**config.mk**
```make
export PLATFORM = sky130hd
export DESIGN_NAME = ccs_regs
export DESIGN_NICKNAME = d
export VERILOG_FILES = /design/src/rtl/ccs_pkg.sv /design/src/rtl/ccs_chg_bit.sv /design/src/rtl/ccs_regs.sv
export VERILOG_INCLUDE_DIRS = /design/src /design/src/rtl
export SDC_FILE = /design/constraint.sdc
export NUM_CORES = 1
export LEC_CHECK = 0
export BUFFER_PORTS_ARGS = -buffer_cell sky130_fd_sc_hd__buf_2
export CORE_MARGIN = 2
export CORE_UTILIZATION = 47
export CTS_CLUSTER_DIAMETER = 80
export DETAILED_ROUTE_END_ITERATION = 7
export GPL_TIMING_DRIVEN = 1
export PLACE_DENSITY = 0.8
export RECOVER_POWER = 50
export SLEW_MARGIN = 15
export SYNTH_ARGS = -nofsm -noshare
export SYNTH_HDL_FRONTEND = slang
export SYNTH_HIERARCHICAL = 1
export SYNTH_SLANG_ARGS = --single-unit
```
**constraint.sdc**
```tcl
create_clock -name core_clk_i -period 1.89 [get_ports core_clk_i]
set_input_delay 0.189 -clock core_clk_i [delete_from_list [all_inputs] [get_ports core_clk_i]]
set_output_delay 0.189 -clock core_clk_i [all_outputs]
set_load 0.005 [all_outputs]
```
**src/rtl/ccs_defines.svh**
```systemverilog
// Purpose: Offsets, field positions, reset values of the card registers.
// Assumes: Attribute memory addresses are 11 bits, A10 down to A0.
// Notes:   Definitions only; included by the main module only.
`ifndef CCS_DEFINES_SVH
`define CCS_DEFINES_SVH

// ------------------------------------------------------------------
// Attribute memory map
// ------------------------------------------------------------------
`define CCS_ADDR_W 11
`define CCS_CFG_BASE 11'h200
`define CCS_OFS_STATUS 11'h202
`define CCS_OFS_PINREP 11'h204
`define CCS_OFS_SOCKET 11'h206

// ------------------------------------------------------------------
// Reset values
// ------------------------------------------------------------------
`define CCS_RST_STATUS 8'h00
`define CCS_RST_PINREP 8'h0C
`define CCS_RST_SOCKET 8'h00

// ------------------------------------------------------------------
// Field positions, status-and-configuration register
// ------------------------------------------------------------------
`define CCS_ST_CHANGED 7
`define CCS_ST_STATUS_CHANGE_ENABLE 6
`define CCS_ST_IO8 5
`define CCS_ST_PWRDN 2
`define CCS_ST_INT 1

// ------------------------------------------------------------------
// Field positions, pin replacement and socket/copy registers
// ------------------------------------------------------------------
`define CCS_PR_RDYCHG 5
`define CCS_PR_WPCHG 4
`define CCS_PR_RDY 1
`define CCS_PR_WP 0
`define CCS_PR_FIXED1 8'h0C
`define CCS_SC_DRIVE 4

`endif

```
**src/rtl/ccs_pkg.sv**
```systemverilog
// Purpose: Types shared by the card register bank.
// Assumes: Constants live in ccs_defines.svh.
// Notes:   Holds the decoded access kinds only.
package ccs_pkg;

  // Kind of PC Card cycle currently decoded from the pins.
  typedef enum {
    CCS_ACC_NONE,
    CCS_ACC_ATTR,
    CCS_ACC_IO
  } ccs_acc_t;

endpackage : ccs_pkg

```
**src/rtl/ccs_chg_bit.sv**
```systemverilog
// Purpose: One sticky change bit of the pin replacement register.
// Assumes: The status input is synchronous to the clock.
// Notes:   A status change in the cycle of a host write wins over it.
`timescale 1ns/100ps
module ccs_chg_bit (
  // Clock and reset.
  input wire logic core_clk_i,
  input wire logic resetn_i,
  input wire logic soft_reset_i,
  // Watched status and host write.
  input wire logic status_i,
  input wire logic wr_i,
  input wire logic wr_val_i,
  input wire logic wr_mask_i,
  // Sticky change flag.
  output logic chg_o
);

  logic prev_reg; // Status seen one cycle ago.
  logic primed_reg; // High once prev_reg holds a real sample.

  // Track the previous status; the first sample after reset only primes.
  always_ff @(posedge core_clk_i) begin
    if (!resetn_i || soft_reset_i) begin
      prev_reg <= 1'b0;
      primed_reg <= 1'b0;
    end else begin
      prev_reg <= status_i;
      primed_reg <= 1'b1;
    end
  end

  // Set on any change, else take the masked host value.
  always_ff @(posedge core_clk_i) begin
    if (!resetn_i || soft_reset_i) begin
      chg_o <= 1'b0;
    end else if (primed_reg && (status_i != prev_reg)) begin
      chg_o <= 1'b1;
    end else if (wr_i && wr_mask_i) begin
      chg_o <= wr_val_i;
    end
  end

endmodule : ccs_chg_bit

```
**src/rtl/ccs_regs.sv**
```systemverilog
// Purpose: Card configuration register bank and PC Card access decoding.
// Assumes: All pins are synchronous to core_clk_i; active-low pins as _n.
// Notes:   Read data appears one clock after the read is decoded.
//
// Overview of operation
// - Changed bit set if any change bit set
// - Status change output low when enabled
// - Status change output high when disabled
// - Power-down bit selects power saving mode
// - Ready busy until power state reached
// - Int bit mirrors internal interrupt request
// - Int reads zero when interrupts disabled
// - Status register resets 00h, fixed zeros
// - Ready change set on ready transition
// - Write-protect change set on its transition
// - Pin replacement D1 reads internal ready
// - Write-protect status always reads zero
// - Low write bits mask the change bits
// - Pin replacement resets 0Ch, fixed bits
// - Socket register keeps only drive bit
// - Attribute access byte wide, even lane
// - Information structure writes are ignored
// - No attribute access in True IDE
// - Sixteen-bit indication for every port
// - I/O byte lanes steered by enables
// - Registers at 202h, 204h, 206h
`timescale 1ns/100ps
`include "ccs_defines.svh"
module ccs_regs (
  // Clock and reset.
  input wire logic core_clk_i,
  input wire logic resetn_i,
  input wire logic soft_reset_i,
  // PC Card bus from the host.
  input wire logic ce1_n_i,
  input wire logic ce2_n_i,
  input wire logic reg_n_i,
  input wire logic oe_n_i,
  input wire logic we_n_i,
  input wire logic iord_n_i,
  input wire logic iowr_n_i,
  input wire logic [10:0] addr_i,
  input wire logic [15:0] data_i,
  // PC Card bus to the host.
  output logic [15:0] data_o,
  output logic [1:0] data_oe_o,
  output logic stschg_n_o,
  output logic iois16_n_o,
  // Card core status.
  input wire logic io_mode_i,
  input wire logic true_ide_i,
  input wire logic ready_i,
  input wire logic irq_i,
  input wire logic interrupt_enable_n_i,
  input wire logic pwr_saving_i,
  // Card core controls.
  output logic power_down_request_o,
  output logic eight_bit_io_request_o,
  output logic drive_select_o,
  // I/O transfers handed to the core.
  input wire logic [15:0] io_rdata_i,
  output logic io_rd_o,
  output logic io_wr_o,
  output logic [1:0] io_be_o,
  output logic [15:0] io_wdata_o
);
  import ccs_pkg::*;

  // ----------------------------------------------------------------
  // Access decoding
  // ----------------------------------------------------------------
  logic rst_any; // Hardware or soft reset.
  logic we_prev_reg; // Write strobe one cycle ago.
  logic iowr_prev_reg; // I/O write strobe one cycle ago.
  logic iord_prev_reg; // I/O read strobe one cycle ago.
  logic status_change_enable_reg; // Status change output enable.
  logic pwr_busy_reg; // Power state transition in progress.
  logic drive_reg; // Stored drive select.
  logic ready_change; // Sticky ready change.
  logic write_protect_change; // Sticky write-protect change.
  logic write_protect_raw; // Card has no switch, tied low.
  logic ready_int; // Internal ready status.
  logic chg_any; // Change summary.
  logic int_pending; // Interrupt bit as read.
  ccs_acc_t acc; // Decoded access kind.
  logic attr_wr; // Write edge into attribute space.
  logic cfg_wr; // Write edge into configuration region.
  logic [7:0] attr_rdata; // Attribute read value.
  logic [7:0] status_rd; // Status register as read.
  logic [7:0] pinrep_rd; // Pin replacement register as read.

  assign rst_any = !resetn_i || soft_reset_i;
  assign write_protect_raw = 1'b0;
  assign ready_int = ready_i && !pwr_busy_reg;
  assign chg_any = ready_change || write_protect_change;
  assign int_pending = irq_i && !interrupt_enable_n_i;

  // Classify the pin state; odd attribute cycles decode to nothing.
  always_comb begin
    acc = CCS_ACC_NONE;
    if (!reg_n_i && !true_ide_i) begin
      if (!ce1_n_i && !addr_i[0] && (!oe_n_i || !we_n_i)) begin
        acc = CCS_ACC_ATTR;
      end else if (io_mode_i && (!ce1_n_i || !ce2_n_i)
                   && (!iord_n_i || !iowr_n_i)) begin
        acc = CCS_ACC_IO;
      end
    end
  end

  // A write is taken once per strobe, on its falling edge.
  assign attr_wr = (acc == CCS_ACC_ATTR) && !we_n_i && we_prev_reg;
  // Only the configuration region accepts writes.
  assign cfg_wr = attr_wr && addr_i[9] && !addr_i[10];

  // Remember the strobes to find their falling edges.
  always_ff @(posedge core_clk_i) begin
    if (!resetn_i) begin
      we_prev_reg <= 1'b1;
      iowr_prev_reg <= 1'b1;
      iord_prev_reg <= 1'b1;
    end else begin
      we_prev_reg <= we_n_i;
      iowr_prev_reg <= iowr_n_i;
      iord_prev_reg <= iord_n_i;
    end
  end

  // ----------------------------------------------------------------
  // Status-and-configuration register
  // ----------------------------------------------------------------
  // Writable fields; read-only and fixed bits are never stored.
  always_ff @(posedge core_clk_i) begin
    if (rst_any) begin
      status_change_enable_reg <= 1'b0;
      eight_bit_io_request_o <= 1'b0;
      power_down_request_o <= 1'b0;
    end else if (cfg_wr && addr_i == `CCS_OFS_STATUS) begin
      status_change_enable_reg <= data_i[`CCS_ST_STATUS_CHANGE_ENABLE];
      // Stored only; the card always handles 8 and 16 bit I/O.
      eight_bit_io_request_o <= data_i[`CCS_ST_IO8];
      power_down_request_o <= data_i[`CCS_ST_PWRDN];
    end
  end

  // Busy from a power-down bit change until the core reports the state.
  always_ff @(posedge core_clk_i) begin
    if (rst_any) begin
      pwr_busy_reg <= 1'b0;
    end else if (cfg_wr && addr_i == `CCS_OFS_STATUS
                 && data_i[`CCS_ST_PWRDN] != power_down_request_o) begin
      pwr_busy_reg <= 1'b1;
    end else if (pwr_saving_i == power_down_request_o) begin
      pwr_busy_reg <= 1'b0;
    end
  end

  // Assemble the read value; D4, D3 and D0 read zero.
  always_comb begin
    status_rd = `CCS_RST_STATUS;
    status_rd[`CCS_ST_CHANGED] = chg_any;
    status_rd[`CCS_ST_STATUS_CHANGE_ENABLE] = status_change_enable_reg;
    status_rd[`CCS_ST_IO8] = eight_bit_io_request_o;
    status_rd[`CCS_ST_PWRDN] = power_down_request_o;
    status_rd[`CCS_ST_INT] = int_pending;
  end

  // Drive the status change pin; high whenever not signalling.
  always_ff @(posedge core_clk_i) begin
    if (!resetn_i) begin
      stschg_n_o <= 1'b1;
    end else begin
      stschg_n_o <= !(chg_any && io_mode_i
                      && status_change_enable_reg);
    end
  end

  // ----------------------------------------------------------------
  // Pin replacement register
  // ----------------------------------------------------------------
  logic pr_wr; // Write to pin replacement register.
  assign pr_wr = cfg_wr && addr_i == `CCS_OFS_PINREP;

  // Ready change bit, masked by the written D1.
  ccs_chg_bit u_rdy_chg (
    .core_clk_i(core_clk_i),
    .resetn_i(resetn_i),
    .soft_reset_i(soft_reset_i),
    .status_i(ready_int),
    .wr_i(pr_wr),
    .wr_val_i(data_i[`CCS_PR_RDYCHG]),
    .wr_mask_i(data_i[`CCS_PR_RDY]),
    .chg_o(ready_change)
  );

  // Write-protect change bit, masked by the written D0.
  ccs_chg_bit u_wp_chg (
    .core_clk_i(core_clk_i),
    .resetn_i(resetn_i),
    .soft_reset_i(soft_reset_i),
    .status_i(write_protect_raw),
    .wr_i(pr_wr),
    .wr_val_i(data_i[`CCS_PR_WPCHG]),
    .wr_mask_i(data_i[`CCS_PR_WP]),
    .chg_o(write_protect_change)
  );

  // D3 and D2 read one, D7 and D6 read zero.
  always_comb begin
    pinrep_rd = `CCS_PR_FIXED1;
    pinrep_rd[`CCS_PR_RDYCHG] = ready_change;
    pinrep_rd[`CCS_PR_WPCHG] = write_protect_change;
    pinrep_rd[`CCS_PR_RDY] = ready_int;
    pinrep_rd[`CCS_PR_WP] = write_protect_raw;
  end

  // ----------------------------------------------------------------
  // Socket/copy register
  // ----------------------------------------------------------------
  // Keep the drive select; the socket number is dropped.
  always_ff @(posedge core_clk_i) begin
    if (rst_any) begin
      drive_reg <= 1'b0;
    end else if (cfg_wr && addr_i == `CCS_OFS_SOCKET) begin
      drive_reg <= data_i[`CCS_SC_DRIVE];
    end
  end
  assign drive_select_o = drive_reg;

  // ----------------------------------------------------------------
  // Read path and I/O steering
  // ----------------------------------------------------------------
  // Pick the addressed register; anything else reads as zero.
  always_comb begin
    attr_rdata = 8'h00;
    if (addr_i == `CCS_OFS_STATUS) begin
      attr_rdata = status_rd;
    end else if (addr_i == `CCS_OFS_PINREP) begin
      attr_rdata = pinrep_rd;
    end else if (addr_i == `CCS_OFS_SOCKET) begin
      attr_rdata = {3'h0, drive_reg, 4'h0};
    end
  end

  // Register the data lanes and their enables every cycle.
  always_ff @(posedge core_clk_i) begin
    if (!resetn_i) begin
      data_o <= 16'h0000;
      data_oe_o <= 2'h0;
    end else begin
      data_o <= 16'h0000;
      data_oe_o <= 2'h0;
      unique case (acc)
        CCS_ACC_ATTR: begin
          if (!oe_n_i && we_n_i) begin
            data_o <= {8'h00, attr_rdata};
            data_oe_o <= 2'h1;
          end
        end
        CCS_ACC_IO: begin
          if (!iord_n_i) begin
            if (!ce1_n_i && !ce2_n_i) begin
              data_o <= io_rdata_i;
              data_oe_o <= 2'h3;
            end else if (!ce1_n_i) begin
              data_o <= {8'h00, addr_i[0] ? io_rdata_i[15:8]
                                          : io_rdata_i[7:0]};
              data_oe_o <= 2'h1;
            end else begin
              data_o <= {io_rdata_i[15:8], 8'h00};
              data_oe_o <= 2'h2;
            end
          end
        end
        CCS_ACC_NONE: begin
          data_oe_o <= 2'h0;
        end
      endcase
    end
  end

  // Every addressed I/O port takes 16 bit transfers.
  always_ff @(posedge core_clk_i) begin
    if (!resetn_i) begin
      iois16_n_o <= 1'b1;
    end else begin
      iois16_n_o <= !(acc == CCS_ACC_IO);
    end
  end

  // Hand one pulse per I/O strobe to the core with steered lanes.
  always_ff @(posedge core_clk_i) begin
    if (!resetn_i) begin
      io_rd_o <= 1'b0;
      io_wr_o <= 1'b0;
      io_be_o <= 2'h0;
      io_wdata_o <= 16'h0000;
    end else begin
      io_rd_o <= (acc == CCS_ACC_IO) && !iord_n_i && iord_prev_reg;
      io_wr_o <= (acc == CCS_ACC_IO) && !iowr_n_i && iowr_prev_reg;
      if (acc == CCS_ACC_IO) begin
        if (!ce1_n_i && !ce2_n_i) begin
          io_be_o <= 2'h3;
          io_wdata_o <= data_i;
        end else if (!ce1_n_i) begin
          io_be_o <= addr_i[0] ? 2'h2 : 2'h1;
          io_wdata_o <= addr_i[0] ? {data_i[7:0], 8'h00}
                                  : {8'h00, data_i[7:0]};
        end else begin
          io_be_o <= 2'h2;
          io_wdata_o <= {data_i[15:8], 8'h00};
        end
      end
    end
  end
endmodule : ccs_regs

```
==> results by group <==
Drt
  • First drt pass iteration count: 4
  • DRT antenna net count: 0
  • DRC: 0
  • Initial drt markers: 79
  • Total wire length: 5979 um
  • Via density: 5.203
  • Wire length per cell: 13.94 um
  • Routed via count: 2232

Setup path
  • WP data required: 2.09 ns
  • Worst setup startpoint: we_prev_reg$_SDFF_PN1_
  • Kind of cell adding the most delay to the critical path: simple AND/OR/NAND/NOR gates
  • Setup CP Type: reg2reg
  • Crit-path max cell delay: 0.56 ns
  • Crit-path max FO: 2
  • CP cell instances: or4bb_1 -> nor4_4 -> and3_1 -> nand2_1 -> mux2i_1 -> a21boi_1
  • Crit-path slowest cell: or4bb_1
  • R2R depth: 6
  • Worst EP arrival: 1.90 ns
  • R2R Path Start: we_prev_reg$_SDFF_PN1_
  • Crit path capture type: flip-flop
  • CP Depth: 6
  • Worst path bufs/invs: 0
  • Startpoint types: flip-flop

Global routing
  • Vias in the first global route: 2082
  • Global-route wire length before repair: 9356 um
  • Gr usage total: 22.26%
  • Antenna violations before repair: 0
  • Largest net degree at the start of global routing: 28
  • GRT overflow: 0

STA
  • Worst slew margin: 51.45%
  • Final period util: 89.83%
  • Max Clock Skew: 0.01618 ns
  • Actual slew at the worst max-slew pin: 0.7283 ns
  • Slew Limit Fails: 0
  • Final Setup Violations: 0
  • RSZ-0062 raised after global routing: false
  • Hold Violations, Final: 0
  • Setup_tns: 0 ns
  • Final Critical Period: 1.698 ns
  • F_max: 0.5890 GHz

CTS
  • Max H-tree Level: 2
  • Hold_buf cts: 0
  • CTS clk-pin slew, worst paths: 0.11 ns
  • CTS root buf: clkbuf_8
  • Worst-case clock buffer depth: 2
  • Post-CTS setup buffer count: 0
  • CTS tree: built
  • Number of buffers created by CTS: 5
  • CTS resizes: 0
  • Sink Count: 54
  • Skew-Pair Late Insertion Delay: 0.32 ns

Logic synthesis
  • Yosys top cell by area: dfxtp_1
  • Post-synth EDFFs: 0
  • Post-synth ARST share: 0%
  • Synthesized area per cell: 9.137 um^2
  • Synth Flop Type: dfxtp_1
  • Unique masters post-synth: 41
  • Register area share after synthesis: 47.14%
  • Top cells by count, synth: dfxtp_1 (54), nand2_1 (43), nand3_1 (24), a21boi_1 (14)
  • Mapped Cells: 251
  • Register bit count reported by yosys: 54
  • Synth area leaders: dfxtp_1 (47%), nand2_1 (7.0%), nand3_1 (5.2%), a21boi_1 (4.6%), o211a_1 (3.9%)
  • Area share of the largest cell type after synthesis: 47.14%
  • Most numerous cell in the Yosys netlist: dfxtp_1
  • Syn Std Cell Area: 2293 um^2
  • Yosys warns: 6

Floorplanning
  • Chip width: 73.86 um
  • Die Y-Extent: 73.86 um
  • Core Area: 4723 um^2
  • Starting density of the core: 48.56%
  • Top Ports: 102
  • DIE AREA: 5455 um^2
  • Row cnt: 25

Finish
  • Post-route cell area: 3010 um^2
  • Post-Layout Cell Count: 429
  • Final core utilization: 63.74%
  • Nets@finish: 420
  • Area delta synth->final: 31.26%
  • Largest regs: data_o x16, io_wdata_o x16
  • Layout cell share with drive strength beyond 1: 28.45%
  • Antenna diode count: 0

Worst hold path
  • Hold path start: soft_reset_i
  • Worst min path class: in2reg
  • Hold Path Stages: 2

Placed design
  • HPWL Detailed: 4618 um
  • # placed instances: 421
  • RD Place Congestion: 0.8005
  • IO Port Bufs: 101
  • Placed instance area: 2949 um^2

Pwr
  • Static leakage: 1.421 nW
  • Worst vdd ir: 0.0005747 V
  • Power Total: 2.090 mW
  • Power per Cell Area: 694.3 nW/um^2

Outcome
  • Outcome: finished, final reports clean

Flow run
  • Max-cap violations: 0
-- kinds of logic (layout without fill, tap and decap cells) --
kind of cell           Yosys count  in the layout  share of synthesized area [%]
other                            1              2                         0.1635
flip-flops                      54             54                          47.14
buffers and inverters           14            124                          2.400
AO/OA/AOI/OAI                   58             58                          19.09
AND/OR/NAND/NOR                114            114                          27.00
multiplexers                     6              6                          2.673
XOR/XNOR                         4              4                          1.527
-- path summary, 6_finish.rpt --
kind                                                endpoint  slack (ns)
worst max register to register  u_rdy_chg/chg_o$_SDFFE_PN0P_        0.19
worst min register to register            io_wr_o$_SDFF_PN0_        0.42
worst min-delay path             u_wp_chg/primed_reg$_DFF_P_        0.08
worst max-delay path            u_rdy_chg/chg_o$_SDFFE_PN0P_        0.19
-- worst register-to-register path: stages, from the launching register on --
cell,delay (ns)
dfxtp_1,0.32
or4bb_1,0.56
nor4_4,0.18
and3_1,0.22
nand2_1,0.07
mux2i_1,0.15
a21boi_1,0.08
-- routing by layer --
layer / vias to the layer above / wire [um] / global-route usage, %
met1: 1022 / 2576 / 26.48
met3: 12 / 427 / 4.938
met2: 91 / 2869 / 38.19
met5: - / 0 / 0
li1: 1107 / - / -
met4: 0 / 106 / 9.697
-- power by group --
part | internal (mW) | leakage [nW] | total [mW] | switching (mW)
Sequential | 1.16 | 0.438 | 1.17 | 0.00872
Clock | 0.302 | 0.0478 | 0.687 | 0.385
Combinational | 0.108 | 0.936 | 0.237 | 0.130
Total | 1.57 | 1.42 | 2.09 | 0.523
-- area by class of cell --
cell class / count / area (um^2)
tap: 67 / 83.83
multi-input combinational: 184 / 1161
clock inverter: 2 / 16.27
clock buffer: 6 / 82.58
sequential: 54 / 1081
inverter: 2 / 7.507
fill: 428 / 1713
timing repair buffer: 114 / 578.1
-- layout by cell type, fill, tap and decap left out, types with 8 or more instances in the layout --
master	Yosys	final
buf_2	2	77
nand3_1	24	24
a21boi_1	14	14
dfxtp_1	54	54
o211ai_1	9	9
nand2_1	43	43
clkbuf_1	9	25
o211a_1	9	9
buf_4	0	10
and2_1	8	8
-- stage by stage --
step / setup slack [ns] / hold slack, ns
2_1_floorplan: 0.1568 / 0.2620
3_3_place_gp: 0.08760 / 0.4034
3_5_place_dp: 0.04156 / 0.4103
4_1_cts: 0.1936 / 0.07626
5_1_grt: 0.09098 / 0.07865
6_report: 0.1922 / 0.07670
No activity file was read; power rests on OpenSTA's default activity.
